===== config.mk =====
export PLATFORM = sky130hd
export DESIGN_NAME = etq_top
export DESIGN_NICKNAME = d
export VERILOG_FILES = /design/src/logic/etq_top.v
export VERILOG_INCLUDE_DIRS = /design/src /design/src/pkg
export SDC_FILE = /design/constraint.sdc
export NUM_CORES = 1
export LEC_CHECK = 0
export BUFFER_PORTS_ARGS = -buffer_cell sky130_fd_sc_hd__buf_2
export CAP_MARGIN = 0
export CORE_MARGIN = 3
export CORE_UTILIZATION = 58
export DETAILED_ROUTE_END_ITERATION = 6
export PLACE_DENSITY = 0.78
export SLEW_MARGIN = 25
export SYNTH_ARGS = -nofsm -noshare
export SYNTH_HDL_FRONTEND = slang
export SYNTH_SLANG_ARGS = --single-unit
export TNS_END_PERCENT = 100

===== constraint.sdc =====
create_clock -name clk -period 2.8 [get_ports clk]
set_input_delay 0.28 -clock clk [delete_from_list [all_inputs] [get_ports clk]]
set_output_delay 0.28 -clock clk [all_outputs]
set_load 0.02 [all_outputs]

===== src/pkg/etq_defines.vh =====
//
// Function
// RQ1 - Trigger valid only if held beyond isolator delay plus debounce time
// RQ2 - Debounce programmable in 1 us steps from 1 to 255 us
// RQ3 - Active high: valid trigger at edge plus 0.5 us plus debounce
// RQ4 - Active low: valid trigger at edge plus 4.2 us plus debounce
// RQ5 - Outside source should prefer active-high trigger drive
// RQ6 - Software trigger acts exactly like a validated external trigger
// RQ7 - Each strobe output high impedance until software enables it
// RQ8 - Quadrature encoder phases A and B serve as line trigger source; code uses only phase A rising edges, phase B only shows in the status register
// RQ9 - Debounce setting zero uses the one microsecond minimum
// RQ10 - Debounce counts 1 us ticks while asserted, restarts on deassert
//
`ifndef ETQ_DEFINES_VH
`define ETQ_DEFINES_VH

// ----------------------------------------
// Timing
// ----------------------------------------
`define ETQ_CLK_PERIOD_NS 5
`define ETQ_NS_PER_US     1000
`define ETQ_ISO_HIGH_NS   500
`define ETQ_ISO_LOW_NS    4200
`define ETQ_DEB_MIN       8'h01
// Cycle counts at the 5 ns board clock
`define ETQ_ISO_HIGH_CYC  10'h064
`define ETQ_ISO_LOW_CYC   10'h348
`define ETQ_US_CYC        8'hc8
`define ETQ_DEB_RESET     8'h01

// ----------------------------------------
// Register map
// ----------------------------------------
`define ETQ_ADDR_CTRL     4'h0
`define ETQ_ADDR_DEBOUNCE 4'h1
`define ETQ_ADDR_SWTRIG   4'h2
`define ETQ_ADDR_STATUS   4'h3
`define ETQ_ADDR_COUNT    4'h4

// ----------------------------------------
// Control fields
// ----------------------------------------
`define ETQ_CTRL_POL      0
`define ETQ_CTRL_ENC      1
`define ETQ_CTRL_STB_LO   2
`define ETQ_CTRL_STB_HI   3
`define ETQ_CTRL_RESET    8'h01
`define ETQ_SWTRIG_BIT    0

// ----------------------------------------
// Qualifier states
// ----------------------------------------
`define ETQ_ST_IDLE       2'h0
`define ETQ_ST_ISO        2'h1
`define ETQ_ST_DEB        2'h2
`define ETQ_ST_HELD       2'h3

`endif


===== src/logic/etq_top.v =====
`timescale 1ns/100ps
`default_nettype none
`include "etq_defines.vh"

module etq_top #(
    parameter [9:0] ISO_HIGH_CYC = `ETQ_ISO_HIGH_CYC,
    parameter [9:0] ISO_LOW_CYC  = `ETQ_ISO_LOW_CYC,
    parameter [7:0] US_CYC       = `ETQ_US_CYC
) (
    input  wire       clk,
    input  wire       srst,
    input  wire [3:0] reg_addr,
    input  wire [7:0] reg_wdata,
    input  wire       reg_wr,
    input  wire       reg_rd,
    output reg  [7:0] reg_rdata,
    input  wire       trig_in,
    input  wire       enc_phase_a,
    input  wire       enc_phase_b,
    input  wire [1:0] strobe_level,
    output reg        acq_trigger,
    output reg        line_trigger,
    output reg  [1:0] strobe_out,
    output reg  [1:0] strobe_oe_n
);

// ----------------------------------------
// Address decode
// ----------------------------------------
function hit;
    input [3:0] a;
    input [3:0] target;
    begin
        hit = (a == target);
    end
endfunction

// ----------------------------------------
// Registers
// ----------------------------------------
reg  [7:0] ctrl;
reg  [7:0] debounce_setting;
reg  [7:0] trig_count;
reg        sw_fire;
reg        qual_fire;
reg  [1:0] state;
reg  [9:0] cyc_cnt;
reg  [7:0] pre_cnt;
reg  [7:0] us_cnt;
reg        trig_s;
reg        enc_a_s;
reg        enc_b_s;
reg        enc_a_q;

wire       trigger_polarity_select     = ctrl[`ETQ_CTRL_POL];
wire       encoder_line_trigger_enable = ctrl[`ETQ_CTRL_ENC];
wire [1:0] strobe_output_enable = ctrl[`ETQ_CTRL_STB_HI:`ETQ_CTRL_STB_LO];
wire       trig_active = trigger_polarity_select ? trig_s : ~trig_s;
wire [7:0] eff_deb;
wire [9:0] iso_target;

assign eff_deb = (debounce_setting == 8'h00) ? `ETQ_DEB_MIN
                                             : debounce_setting; // RQ9
assign iso_target = trigger_polarity_select ? ISO_HIGH_CYC
                                            : ISO_LOW_CYC; // RQ3 RQ4

always @(posedge clk) begin
    if (srst) begin
        ctrl             <= `ETQ_CTRL_RESET;
        debounce_setting <= `ETQ_DEB_RESET;
        sw_fire          <= 1'b0;
    end else begin
        sw_fire <= 1'b0;
        if (reg_wr && hit(reg_addr, `ETQ_ADDR_CTRL)) begin
            ctrl <= reg_wdata;
        end
        if (reg_wr && hit(reg_addr, `ETQ_ADDR_DEBOUNCE)) begin
            debounce_setting <= reg_wdata; // RQ2
        end
        if (reg_wr && hit(reg_addr, `ETQ_ADDR_SWTRIG)) begin
            sw_fire <= reg_wdata[`ETQ_SWTRIG_BIT]; // RQ6
        end
    end
end

// ----------------------------------------
// Read port
// ----------------------------------------
always @(posedge clk) begin
    if (srst) begin
        reg_rdata <= 8'h00;
    end else if (reg_rd) begin
        if (hit(reg_addr, `ETQ_ADDR_CTRL)) begin
            reg_rdata <= ctrl;
        end else if (hit(reg_addr, `ETQ_ADDR_DEBOUNCE)) begin
            reg_rdata <= debounce_setting;
        end else if (hit(reg_addr, `ETQ_ADDR_STATUS)) begin
            reg_rdata <= {2'h0, state, enc_b_s, enc_a_s,
                          trig_active, trig_s};
        end else if (hit(reg_addr, `ETQ_ADDR_COUNT)) begin
            reg_rdata <= trig_count;
        end else begin
            reg_rdata <= 8'h00;
        end
    end else begin
        reg_rdata <= 8'h00;
    end
end

// ----------------------------------------
// Trigger qualifier
// ----------------------------------------
always @(posedge clk) begin
    if (srst) begin
        trig_s    <= 1'b0;
        state     <= `ETQ_ST_IDLE;
        cyc_cnt   <= 10'h000;
        pre_cnt   <= 8'h00;
        us_cnt    <= 8'h00;
        qual_fire <= 1'b0;
    end else begin
        trig_s    <= trig_in;
        qual_fire <= 1'b0;
        case (state)
            `ETQ_ST_IDLE: begin
                cyc_cnt <= 10'h000;
                if (trig_active) begin
                    state <= `ETQ_ST_ISO;
                end
            end
            `ETQ_ST_ISO: begin
                if (!trig_active) begin
                    state <= `ETQ_ST_IDLE; // RQ1
                end else if (cyc_cnt == iso_target - 10'h001) begin
                    state   <= `ETQ_ST_DEB; // RQ3 RQ4
                    pre_cnt <= 8'h00;
                    us_cnt  <= 8'h00;
                end else begin
                    cyc_cnt <= cyc_cnt + 10'h001;
                end
            end
            `ETQ_ST_DEB: begin
                if (!trig_active) begin
                    state <= `ETQ_ST_IDLE; // RQ10
                end else if (pre_cnt == US_CYC - 8'h01) begin
                    pre_cnt <= 8'h00;
                    if (us_cnt + 8'h01 == eff_deb) begin
                        state     <= `ETQ_ST_HELD; // RQ1
                        qual_fire <= 1'b1;
                    end else begin
                        us_cnt <= us_cnt + 8'h01; // RQ10
                    end
                end else begin
                    pre_cnt <= pre_cnt + 8'h01;
                end
            end
            `ETQ_ST_HELD: begin
                if (!trig_active) begin
                    state <= `ETQ_ST_IDLE;
                end
            end
            default: begin
                state <= `ETQ_ST_IDLE;
            end
        endcase
    end
end

// ----------------------------------------
// Acquisition trigger
// ----------------------------------------
always @(posedge clk) begin
    if (srst) begin
        acq_trigger <= 1'b0;
        trig_count  <= 8'h00;
    end else begin
        acq_trigger <= qual_fire | sw_fire; // RQ6
        if (qual_fire | sw_fire) begin
            trig_count <= trig_count + 8'h01;
        end
    end
end

// ----------------------------------------
// Shaft encoder
// ----------------------------------------
always @(posedge clk) begin
    if (srst) begin
        enc_a_s      <= 1'b0;
        enc_b_s      <= 1'b0;
        enc_a_q      <= 1'b0;
        line_trigger <= 1'b0;
    end else begin
        enc_a_s      <= enc_phase_a;
        enc_b_s      <= enc_phase_b;
        enc_a_q      <= enc_a_s;
        line_trigger <= encoder_line_trigger_enable
                        & enc_a_s & ~enc_a_q; // RQ8
    end
end

// ----------------------------------------
// Strobe outputs
// ----------------------------------------
genvar gi;
generate
    for (gi = 0; gi < 2; gi = gi + 1) begin : g_strobe
        always @(posedge clk) begin
            if (srst) begin
                strobe_out[gi]  <= 1'b0;
                strobe_oe_n[gi] <= 1'b1; // RQ7
            end else begin
                strobe_oe_n[gi] <= ~strobe_output_enable[gi]; // RQ7
                strobe_out[gi]  <= strobe_output_enable[gi]
                                   & strobe_level[gi];
            end
        end
    end
endgenerate

endmodule
`default_nettype wire


# Word-level counts from Yosys, hierarchy flattened
# Cells that the tools add are included.
[word_totals]
reg_bits = 72
out_inout_bits = 14
[classes]
addsub = 5
eq_ne = 21
muxes = 28
bitwise = 14
reduce_logical = 15
[op_table]
columns = ["operator", "count"]
rows = [
  ["8-bit two-way mux", 12],
  ["8-bit one-hot mux with 2 select lines", 2],
  ["10-bit two-way mux", 3],
  ["8-bit by 1-bit adder with 8-bit output, second input constant", 3],
  ["10-bit one-hot mux with 2 select lines", 1],
  ["2-bit != test, second input constant", 8],
  ["2-bit two-way mux", 7],
  ["10-bit by 1-bit adder with 10-bit output, second input constant", 1],
  ["10-bit == test", 1],
  ["10-bit by 1-bit subtractor with 10-bit output, second input constant", 1],
  ["3-bit != test, second input constant", 3],
  ["1-bit inverter", 9],
  ["4-bit by 2-bit == test with 1-bit output, second input constant", 2],
  ["8-bit == test", 1],
  ["8-bit == test, second input constant", 1],
  ["8-bit logical NOT", 1],
  ["2-bit one-hot mux with 4 select lines", 1],
  ["6-bit AND reduction", 1],
  ["5-bit AND reduction", 1],
  ["1-bit bitwise AND", 4],
  ["2-bit == test, second input constant", 2],
  ["4-bit by 1-bit == test with 1-bit output, second input constant", 1],
  ["4-bit by 3-bit == test with 1-bit output, second input constant", 1],
  ["4-bit logical NOT", 1],
  ["10 further kinds", 15],
]

# Logic depth before layout (Yosys ltp)
# Gate-level depths: netlist of run 1.
[depth]
ltp_word = 7
depth_mapped = 10

# Worst setup path before layout of run 1
# OpenSTA, ideal clock, no wires.
[synth_timing]
path_kind = "flip-flop to flip-flop"
startpoint = "reg us_cnt[0]"
endpoint = "reg state[0]"
t_arrival_ps = 2068
setup_slack_ps = 644
stages_incl_launch_ff = 11
period_less_slack_ps = 2156
path_cell_list = "dfxtp_1 -> ha_1 -> clkbuf_4 -> nand3b_1 -> a221oi_1 -> a21oi_1 -> or4_4 -> buf_6 -> nor2_4 -> a21oi_2 -> nor4b_2"
[synth_via]
elab_chain_len = 4
[synth_lines]
columns = ["item", "line_no", "text"]
rows = [
  ["start: declaration", "etq_top.v:49", "reg [7:0] us_cnt;"],
  ["start signal: assignment", "etq_top.v:151", "us_cnt <= us_cnt + 8'h01;"],
  ["8-bit by 1-bit adder with 8-bit output", "etq_top.v:147", "if (us_cnt + 8'h01 == eff_deb) begin"],
  ["8-bit == test", "etq_top.v:147", ""],
  ["3-bit != test (no source line)", "n/a", ""],
  ["5-bit AND reduction (no source line)", "n/a", ""],
  ["end signal: assignment", "etq_top.v:144", "state <= `ETQ_ST_IDLE;"],
  ["end signal: assignment", "etq_top.v:148", "state <= `ETQ_ST_HELD;"],
  ["end signal: assignment", "etq_top.v:159", "state <= `ETQ_ST_IDLE;"],
  ["end: declaration", "etq_top.v:46", "reg [1:0] state;"],
]
# No other way between the ends.
# A chain may end at the register's enable or synchronous reset.

# Worst setup path in the final report of run 1
[layout_timing]
startpoint = "reg cyc_cnt[8]"
endpoint = "reg us_cnt[1]"
[layout_via]
elab_chain_len = 3
[layout_lines]
columns = ["item", "line_no", "text"]
rows = [
  ["start: declaration", "etq_top.v:47", "reg [9:0] cyc_cnt;"],
  ["start signal: assignment", "etq_top.v:139", "cyc_cnt <= cyc_cnt + 10'h001;"],
  ["10-bit == test", "etq_top.v:134", "end else if (cyc_cnt == iso_target - 10'h001) begin"],
  ["2-bit != test (no source line)", "n/a", ""],
  ["6-bit AND reduction (no source line)", "n/a", ""],
]
# No other way between the ends.

==> results of run 1 <==
## synth_stat cells (2+ instances only)
cell	count	area, sq um
inv_1	10	37.5
o41ai_1	2	17.5
clkbuf_1	11	41.3
buf_2	2	10.0
or3_1	4	25.0
buf_6	6	67.6
nand3_1	15	75.1
nor2_1	66	248
a22o_1	2	17.5
nor4_1	4	25.0
ha_1	4	50.1
nand4b_1	3	26.3
nor4bb_1	2	20.0
mux2i_1	10	100
a21oi_1	22	110
nand2_1	30	113
o21ai_0	11	55.1
o211ai_1	2	15.0
nor2b_1	11	68.8
xnor2_1	10	87.6
and3_1	8	50.1
or2b_1	2	15.0
o22ai_1	4	25.0
a21oi_2	2	17.5
dfxtp_1	72	1440
nand3b_1	2	15.0
a21boi_0	3	22.5
and2_1	3	18.8
nor3_1	6	30.0
nand4_1	11	68.8
o21bai_1	2	15.0
nor4b_1	2	17.5
a22oi_1	8	60.1
xor2_1	22	193
a31oi_1	9	56.3
and4_1	3	26.3
o31ai_1	4	30.0
or2_2	2	12.5
## critical path: stages, from the launching register on
cell and delay (ps):
dfxtp_1 420, nor4bb_1 450, mux2i_1 200, o41ai_1 450, or2_2 340, a21boi_0 380
o22ai_1 150
## state kept, by name (all words and copies together) (netlist names)
signal            count
trig_count            8
reg_rdata             8
line_trigger          1
enc_b_s               1
enc_a_s               1
qual_fire             1
enc_a_q               1
debounce_setting      8
strobe_oe_n           2
pre_cnt               8
ctrl                  8
strobe_out            2
us_cnt                8
trig_s                1
sw_fire               1
cyc_cnt              10
state                 2
acq_trigger           1
## where the power goes
group | switching, uW | internal, uW
registers | 8.86 | 1030
logic | 68.0 | 36.6
clock network | 408 | 529
## cell usage in the layout, fill, tap and decap left out, types with 3 or more instances in the layout
| cell type | synthesis | final |
|---|---|---|
| a22oi_1 | 8 | 8 |
| clkinvlp_4 | 0 | 3 |
| buf_2 | 2 | 34 |
| nand4b_1 | 3 | 3 |
| o21ai_0 | 11 | 11 |
| inv_1 | 10 | 10 |
| o31ai_1 | 4 | 4 |
| and3_1 | 8 | 8 |
| a31oi_1 | 9 | 9 |
| and2_1 | 3 | 3 |
| nor3_1 | 6 | 6 |
| dfxtp_1 | 72 | 72 |
| nand3_1 | 15 | 15 |
| a21oi_1 | 22 | 22 |
| or3_1 | 4 | 4 |
| xnor2_1 | 10 | 10 |
| nor4_1 | 4 | 3 |
| nor2b_1 | 11 | 11 |
| clkbuf_8 | 0 | 10 |
| a21boi_0 | 3 | 3 |
| nand2_1 | 30 | 30 |
| nand4_1 | 11 | 11 |
| ha_1 | 4 | 4 |
| o22ai_1 | 4 | 4 |
| xor2_1 | 22 | 22 |
| mux2i_1 | 10 | 10 |
| and4_1 | 3 | 3 |
| nor2_1 | 66 | 66 |
## final cells by class
type	count	area share, %
Clock inverter	6	2.34
Tap cell	72	2.31
Timing Repair Buffer	36	4.75
Clock buffer	10	3.53
Multi-Input combinational cell	309	49.1
Sequential cell	72	37.0
Inverter	10	0.963
## per-layer routing
metal	routed length [um]	vias to the layer above	part of all wire (%)
met5	0	-	0
met4	129	0	1.6
met3	375	11	4.7
met2	3870	83	49
met1	3530	1459	45
li1	-	1506	-
## kinds of logic after synthesis
family	after synthesis	share of synthesized area, %
compound gates	79	14.7
xor+xnor	32	7.96
fa+ha+maj	4	1.42
buf+inv	31	4.87
flops	72	40.9
mux	11	3.16
simple gates	183	26.9
## worst paths after layout
check               from             end  depth (start not counted)
max           cyc_cnt[8]       us_cnt[1]                          6
min          enc_phase_b         enc_b_s                          2
max reg2reg   cyc_cnt[8]       us_cnt[1]                          6
min reg2reg      ctrl[3]  strobe_oe_n[1]                          1
## through the flow
step                      hold WS, ps  utilization (%)  setup WS (ps)  power [uW]
after floorplan                   380                -            644        1140
after global placement            407             64.6            511        1170
after detailed placement          413             64.6            420        1170
after CTS                         135             68.7            401        2090
after global routing              128             68.7            111        2150
final                             137             68.7            280        2080
==> out/metrics.yaml, run 1 <==
outcome: "complete, no violations"
io_pins: 35
drt_iter0_markers: 258
setup_violations: 0
gr-total-overflow: 0
setup_tns_ps: 0
grt_pass1_vias: 2796
ys_warn_count: 0
syn_nets: 437
synth_edf_count: 0
grt_max_degree: 33
ctsHtreeMaxLevel: 3
netlist_area_sq_um: 3520
vdd_drop_max_uv: 481
use_met1_pct: 29.3
tightest_slew_ps: 971
dr.pass1.iters: 5
regArea_sq_um: 1440
dieHeight_um: 83.9
floorplan.initialDensity_pct: 62.0
crit_arrival_ps: 2730
cts.path.max_buffers: 2
ys_ff_latch: 72
critical_path.startpoint_type: "flop"
cts_hold_buf: 0
cts-resized-gates: 0
core_area_sq_um: 5680
fmax_mhz: 397
critPathKind: "reg2reg"
viasPerCell: 5.94
routedWlPerCell_um: 15.3
routed_wl_mm: 7.90
grt_usage_pct: 22.9
final_cells: 515
synth-main-ff-cell: "dfxtp_1"
fin_worst_skew_ps: 8.84
antenna_found_initial: 0
period_share_pct: 90.0
area_growth_pct: 10.7
drc_errors: 0
nets: 463
dieArea_sq_um: 7040
ant_nets: 0
syn_inst: 412
gp_congestion: 0.830
syn_area_per_cell_sq_um: 8.55
cp_max_fo: 13
row_count: 27
multi_input_comb_area_sq_um: 1910
drv_cap: 0
hold_class: "in2reg"
top_usage_layer: "met2"
post_cts_buffers: 0
dp_hpwl_mm: 5.61
fp.dieW_um: 83.9
use_met2_pct: 37.9
grt_first_pass_wirelength_mm: 13.2
io_buffers: 34
cts_sinks: 72
antenna_cells: 0
hold_viol_final: 0
vias: 3059
powerDensity_nw_per_um2: 534
clk_latency_ps: 350
ys_seq_area_share_pct: 40.9
synth_cell_type_count: 58
dp_cells: 499
leakage_uw: 0.00151
cp-end-kind: "flop"
drive_gt1_share_pct: 14.9
path_clk_slew_ps: 80
cts_tree: "built"
numCtsBuffers: 9
design_area_sq_um: 3900
finalMaxSlewViolations: 0
slew_headroom_pct: 34.6
cp.required_ps: 3010
r2r_slack_ps: 280
async_flop_share_pct: 0
nFillCells: 487
fin_crit_ps: 2520
use_met3_pct: 4.64
cts_root_buffer: "clkbuf_8"
dpl_cell_area_sq_um: 3670
rsz0062_at_grt: "false"
Power figures use the tool's default switching activity.
==> run 2, diff against run 1 <==
==> constraint.sdc (replaced) <==
create_clock -name clk -period 2.7 [get_ports clk]
set_input_delay 0.27 -clock clk [delete_from_list [all_inputs] [get_ports clk]]
set_output_delay 0.27 -clock clk [all_outputs]
set_load 0.02 [all_outputs]
==> run 2 against run 1 <==
  * Clock skew grew 2.9 ps
  * Global-route usage shrank 0.21 points
  * Highest routed layer unchanged
  * Total power shrank 6.9%
  * Critical path depth grew 2
  * Worst hold slack lost 12 ps
  * Sequential share of layout area grew 0.52 points
  * Worst setup slack lost 43 ps
  * Critical endpoint is now us_cnt[0]
  * Combinational power is essentially flat
  * Flip-flop and latch count is the same
  * Sequential power grew 4%
  * Core utilization shrank 0.95 points
  * First-iteration DRC count shrank 39%
==> out/metrics.yaml, run 2 (synthesis results as in run 1) <==
fmax_mhz: 406
grt_max_degree: 33
post_cts_buffers: 0
power.total_uw: 1940
regMostFlops: "cyc_cnt"
cpPeakStageDelay_ps: 500
critical_path.startpoint_type: "flop"
drc_errors: 0
antenna_cells: 0
outcome: "complete, no violations"
setup_violations: 0
ant_nets: 0
grt_pass1_vias: 2871
cp-end-kind: "flop"
io_pins: 35
nFillCells: 479
cp_cell_sequence: "ha_1, nand3b_1, a221oi_1, a21oi_1, or4_4, nor2_4, a21boi_0, mux2i_1"
largest_reg_flops: 10
vias: 3040
gr-total-overflow: 0
powerDensity_nw_per_um2: 504
cts_root_buffer: "clkbuf_8"
hold_class: "in2reg"
grt_usage_pct: 22.7
drt_iter0_markers: 158
viasPerCell: 5.90
clk_latency_ps: 350
row_count: 27
r2r_end: "us_cnt[0]"
r2r_start: "us_cnt[0]"
r2r_cells: 8
dieArea_sq_um: 7040
fin_crit_ps: 2460
layout_commonest_cell: "dfxtp_1"
nets: 463
hp-start: "enc_phase_a"
critPathKind: "reg2reg"
finalMaxSlewViolations: 0
cpLargestDelayFamily: "simple AND/OR/NAND/NOR gates"
cts_hold_buf: 0
routed_wl_mm: 7.81
setup_tns_ps: 0
path_clk_slew_ps: 80
whs_ps: 126
core_area_sq_um: 5680
drv_cap: 0
cts.path.max_buffers: 2
crit_buf_inv: 0
leakage_uw: 0.00149
min_to: "enc_a_s"
dr.pass1.iters: 4
fin_worst_skew_ps: 11.8
ctsHtreeMaxLevel: 3
final_cell_mix: "dfxtp_1 (72), nor2_1 (66), buf_2 (34), nand2_1 (30)"
routedWlPerCell_um: 15.2
r2r_slack_ps: 240
crit_arrival_ps: 2730
hold_viol_final: 0
crit_slowest_cell: "or4_4"
vdd_drop_max_uv: 300
area_growth_pct: 9.17
numCtsBuffers: 9
grt_first_pass_wirelength_mm: 13.1
io_buffers: 34
antenna_found_initial: 0
cts-resized-gates: 0
cts_sinks: 72
slew_headroom_pct: 37.9
floorplan.initialDensity_pct: 62.0
drive_gt1_share_pct: 14.4
cts_tree: "built"
whs_path_depth: 2
dieHeight_um: 83.9
fp.dieW_um: 83.9
period_share_pct: 91.2
gp_congestion: 0.830
cp.required_ps: 2970
tightest_slew_ps: 922
rsz0062_at_grt: "false"
dp_hpwl_mm: 5.59
cp_max_fo: 11
-- run 2: changes by cell type in the layout (fill, tap and decap cells not counted), sizes merged --
cell,before,now
clkinvlp,3,1
bufinv,2,0
clkbuf,10,12
clkinv,0,3
inv,11,10
-- run 2: cell type report --
| class | instances | area (sq um) | share of cell area (%) |
|---|---|---|---|
| timing repair buffer | 36 | 185 | 4.82 |
| clock inverter | 4 | 30.0 | 0.781 |
| sequential | 72 | 1440 | 37.5 |
| inverter | 10 | 37.5 | 0.977 |
| tap | 72 | 90.1 | 2.34 |
| multi-input combinational | 309 | 1910 | 49.8 |
| clock buffer | 12 | 145 | 3.78 |
-- run 2: metrics by stage --
stage,utilization [%],worst slack [ps],area (sq um),instances
floorplan,-,544,3520,412
global placement,64.6,412,3670,499
detailed placement,64.6,300,3670,499
CTS,67.7,271,3840,515
global route,67.7,63.9,3840,515
finish,67.7,237,3840,515
-- run 2: how the worst max path moves through the flow --
stage,slack (ps),end,cells past startpoint,startpoint
after floorplan,540,state[0],10,us_cnt[0]
after global placement,410,us_cnt[0],8,us_cnt[0]
after detailed placement,300,us_cnt[0],8,us_cnt[0]
after CTS,270,us_cnt[0],8,us_cnt[0]
after global routing,60,us_cnt[0],8,us_cnt[0]
final,240,us_cnt[0],8,us_cnt[0]
-- run 2: worst register-to-register path, stage by stage, from the launching register on --
cell,delay (ps)
dfxtp_1,440
ha_1,430
nand3b_1,120
a221oi_1,300
a21oi_1,70
or4_4,500
nor2_4,150
a21boi_0,170
mux2i_1,200
-- run 2: metal layers --
metal,global-route usage [%],vias to the layer above,share of wire [%]
met5,0,-,0
met4,8.92,0,1.3
li1,-,1502,-
met1,27.8,1450,44
met3,5.23,13,5.1
met2,38.6,75,49
-- run 2: power breakdown --
| part | switching (uW) | total (uW) | internal (uW) |
|---|---|---|---|
| Clock | 391 | 751 | 361 |
| Sequential | 9.12 | 1080 | 1070 |
| Combinational | 70.0 | 108 | 37.9 |
| Total | 470 | 1940 | 1470 |
==> run 3, diff against run 2 <==
--- a/config.mk
+++ b/config.mk
@@ -8,6 +8,7 @@
 export LEC_CHECK = 0
 export BUFFER_PORTS_ARGS = -buffer_cell sky130_fd_sc_hd__buf_2
 export CAP_MARGIN = 0
+export CORE_ASPECT_RATIO = 0.7
 export CORE_MARGIN = 3
 export CORE_UTILIZATION = 58
 export DETAILED_ROUTE_END_ITERATION = 6
==> run 3 against run 2 <==
  * Via count shrank 0.63%
  * Routed wire length is 1.5% higher
  * Maximum frequency rose by 3.8%
  * Register-to-register slack better by 90 ps
  * Non-clock buffer count is 1 higher
  * Critical path type unchanged
  * Largest cell class unchanged
  * Highest routed layer unchanged
==> out/metrics.yaml, run 3 (synthesis results as in run 1) <==
fin_crit_ps: 2370
cpPeakStageDelay_ps: 500
outcome: "complete, no violations"
grt_max_degree: 31
slew_headroom_pct: 38.4
period_share_pct: 87.9
antenna_cells: 0
design_area_sq_um: 3900
dieArea_sq_um: 7060
cts.path.max_buffers: 2
cts-resized-gates: 0
io_pins: 35
drv_cap: 0
drc_errors: 0
viasPerCell: 5.83
cp_cell_sequence: "ha_1, nand3b_1, a221oi_1, a21oi_1, or4_4, nor2_4, a21oi_2, nor4b_2"
tightest_slew_ps: 914
fin_worst_skew_ps: 7.50
routedWlPerCell_um: 15.3
setup_tns_ps: 0
post_cts_buffers: 0
core_area_sq_um: 5780
clk_latency_ps: 340
grt_usage_pct: 23.8
regMostFlops: "cyc_cnt"
floorplan.initialDensity_pct: 60.9
utilization_pct: 67.4
crit_arrival_ps: 2620
ant_nets: 0
whs_ps: 138
largest_reg_flops: 10
critical_path.startpoint_type: "flop"
grt_pass1_vias: 2838
setup_ws_ps: 327
vias: 3021
dpl_cell_area_sq_um: 3680
gr-total-overflow: 0
cts_tree: "built"
grt_first_pass_wirelength_mm: 13.5
path_clk_slew_ps: 70
io_buffers: 34
area_growth_pct: 10.7
gp_congestion: 0.925
leakage_uw: 0.00152
drive_gt1_share_pct: 14.9
cp.required_ps: 2950
setup_violations: 0
final_cell_mix: "dfxtp_1 (72), nor2_1 (66), buf_2 (34), nand2_1 (30)"
drt_iter0_markers: 219
antenna_found_initial: 0
rsz0062_at_grt: "false"
dieHeight_um: 71.2
hold_viol_final: 0
nFillCells: 506
vdd_drop_max_uv: 277
dr.pass1.iters: 4
finalMaxSlewViolations: 0
fp.dieW_um: 99.1
routed_wl_mm: 7.92
pre_cts_slack_ps: 368
critPathKind: "reg2reg"
dp_hpwl_mm: 5.82
layout_commonest_cell: "dfxtp_1"
powerDensity_nw_per_um2: 543
hold_class: "in2reg"
cts_root_buffer: "clkbuf_8"
nets: 464
cts_hold_buf: 0
cp-end-kind: "flop"
cp_max_fo: 11
ctsHtreeMaxLevel: 3
crit_slowest_cell: "or4_4"
row_count: 23
fmax_mhz: 421
cts_sinks: 72
numCtsBuffers: 9
## run 3: cell count changes in the layout (fill, tap and decap cells not counted)
| cell | delta |
|---|---|
| bufinv_16 | +2 |
| clkbuf_1 | -2 |
| buf_4 | +1 |
| clkinv_4 | -1 |
## run 3: layout make-up
class / instances / area (sq um) / area share (%)
multi-input combinational: 309 / 1910 / 49.1
sequential: 72 / 1440 / 37.0
timing repair buffer: 37 / 193 / 4.94
clock inverter: 5 / 81.3 / 2.09
clock buffer: 10 / 138 / 3.53
tap: 75 / 93.8 / 2.41
inverter: 10 / 37.5 / 0.963
## run 3: final timing paths
check        startpoint             end  slack [ps]  depth (start not counted)
min reg2reg     ctrl[3]  strobe_oe_n[1]         430                          1
max           us_cnt[0]        state[0]         330                          8
min             trig_in          trig_s         140                          2
max reg2reg   us_cnt[0]        state[0]         330                          8
## run 3: critical path: cells and delay by family (launching register included)
family                   cells  cell delay [ps]
AND/OR/NAND/NOR              4             1010
adder cells (fa/ha/maj)      1              410
flip-flops                   1              440
AO/OA/AOI/OAI                3              420
## run 3: stage by stage
| stage | total power (uW) | instances |
|---|---|---|
| 5_1_grt | 2180 | 518 |
| 2_1_floorplan | 1180 | 412 |
| 6_report | 2120 | 518 |
| 3_5_place_dp | 1210 | 503 |
| 4_1_cts | 2130 | 518 |
| 3_3_place_gp | 1210 | 503 |
## run 3: metal layers
metal  share of wire [%]  track usage (%)
met2                  45             35.9
met5                   0                0
met4                 1.9             7.73
met3                 5.2             5.81
met1                  48             33.6
## run 3: power breakdown
part           leakage (uW)  internal [uW]  switching [uW]  total (uW)
Clock              0.000108            540             387         927
Sequential         0.000582           1070            9.24        1080
Combinational      0.000831           38.9            72.0         111
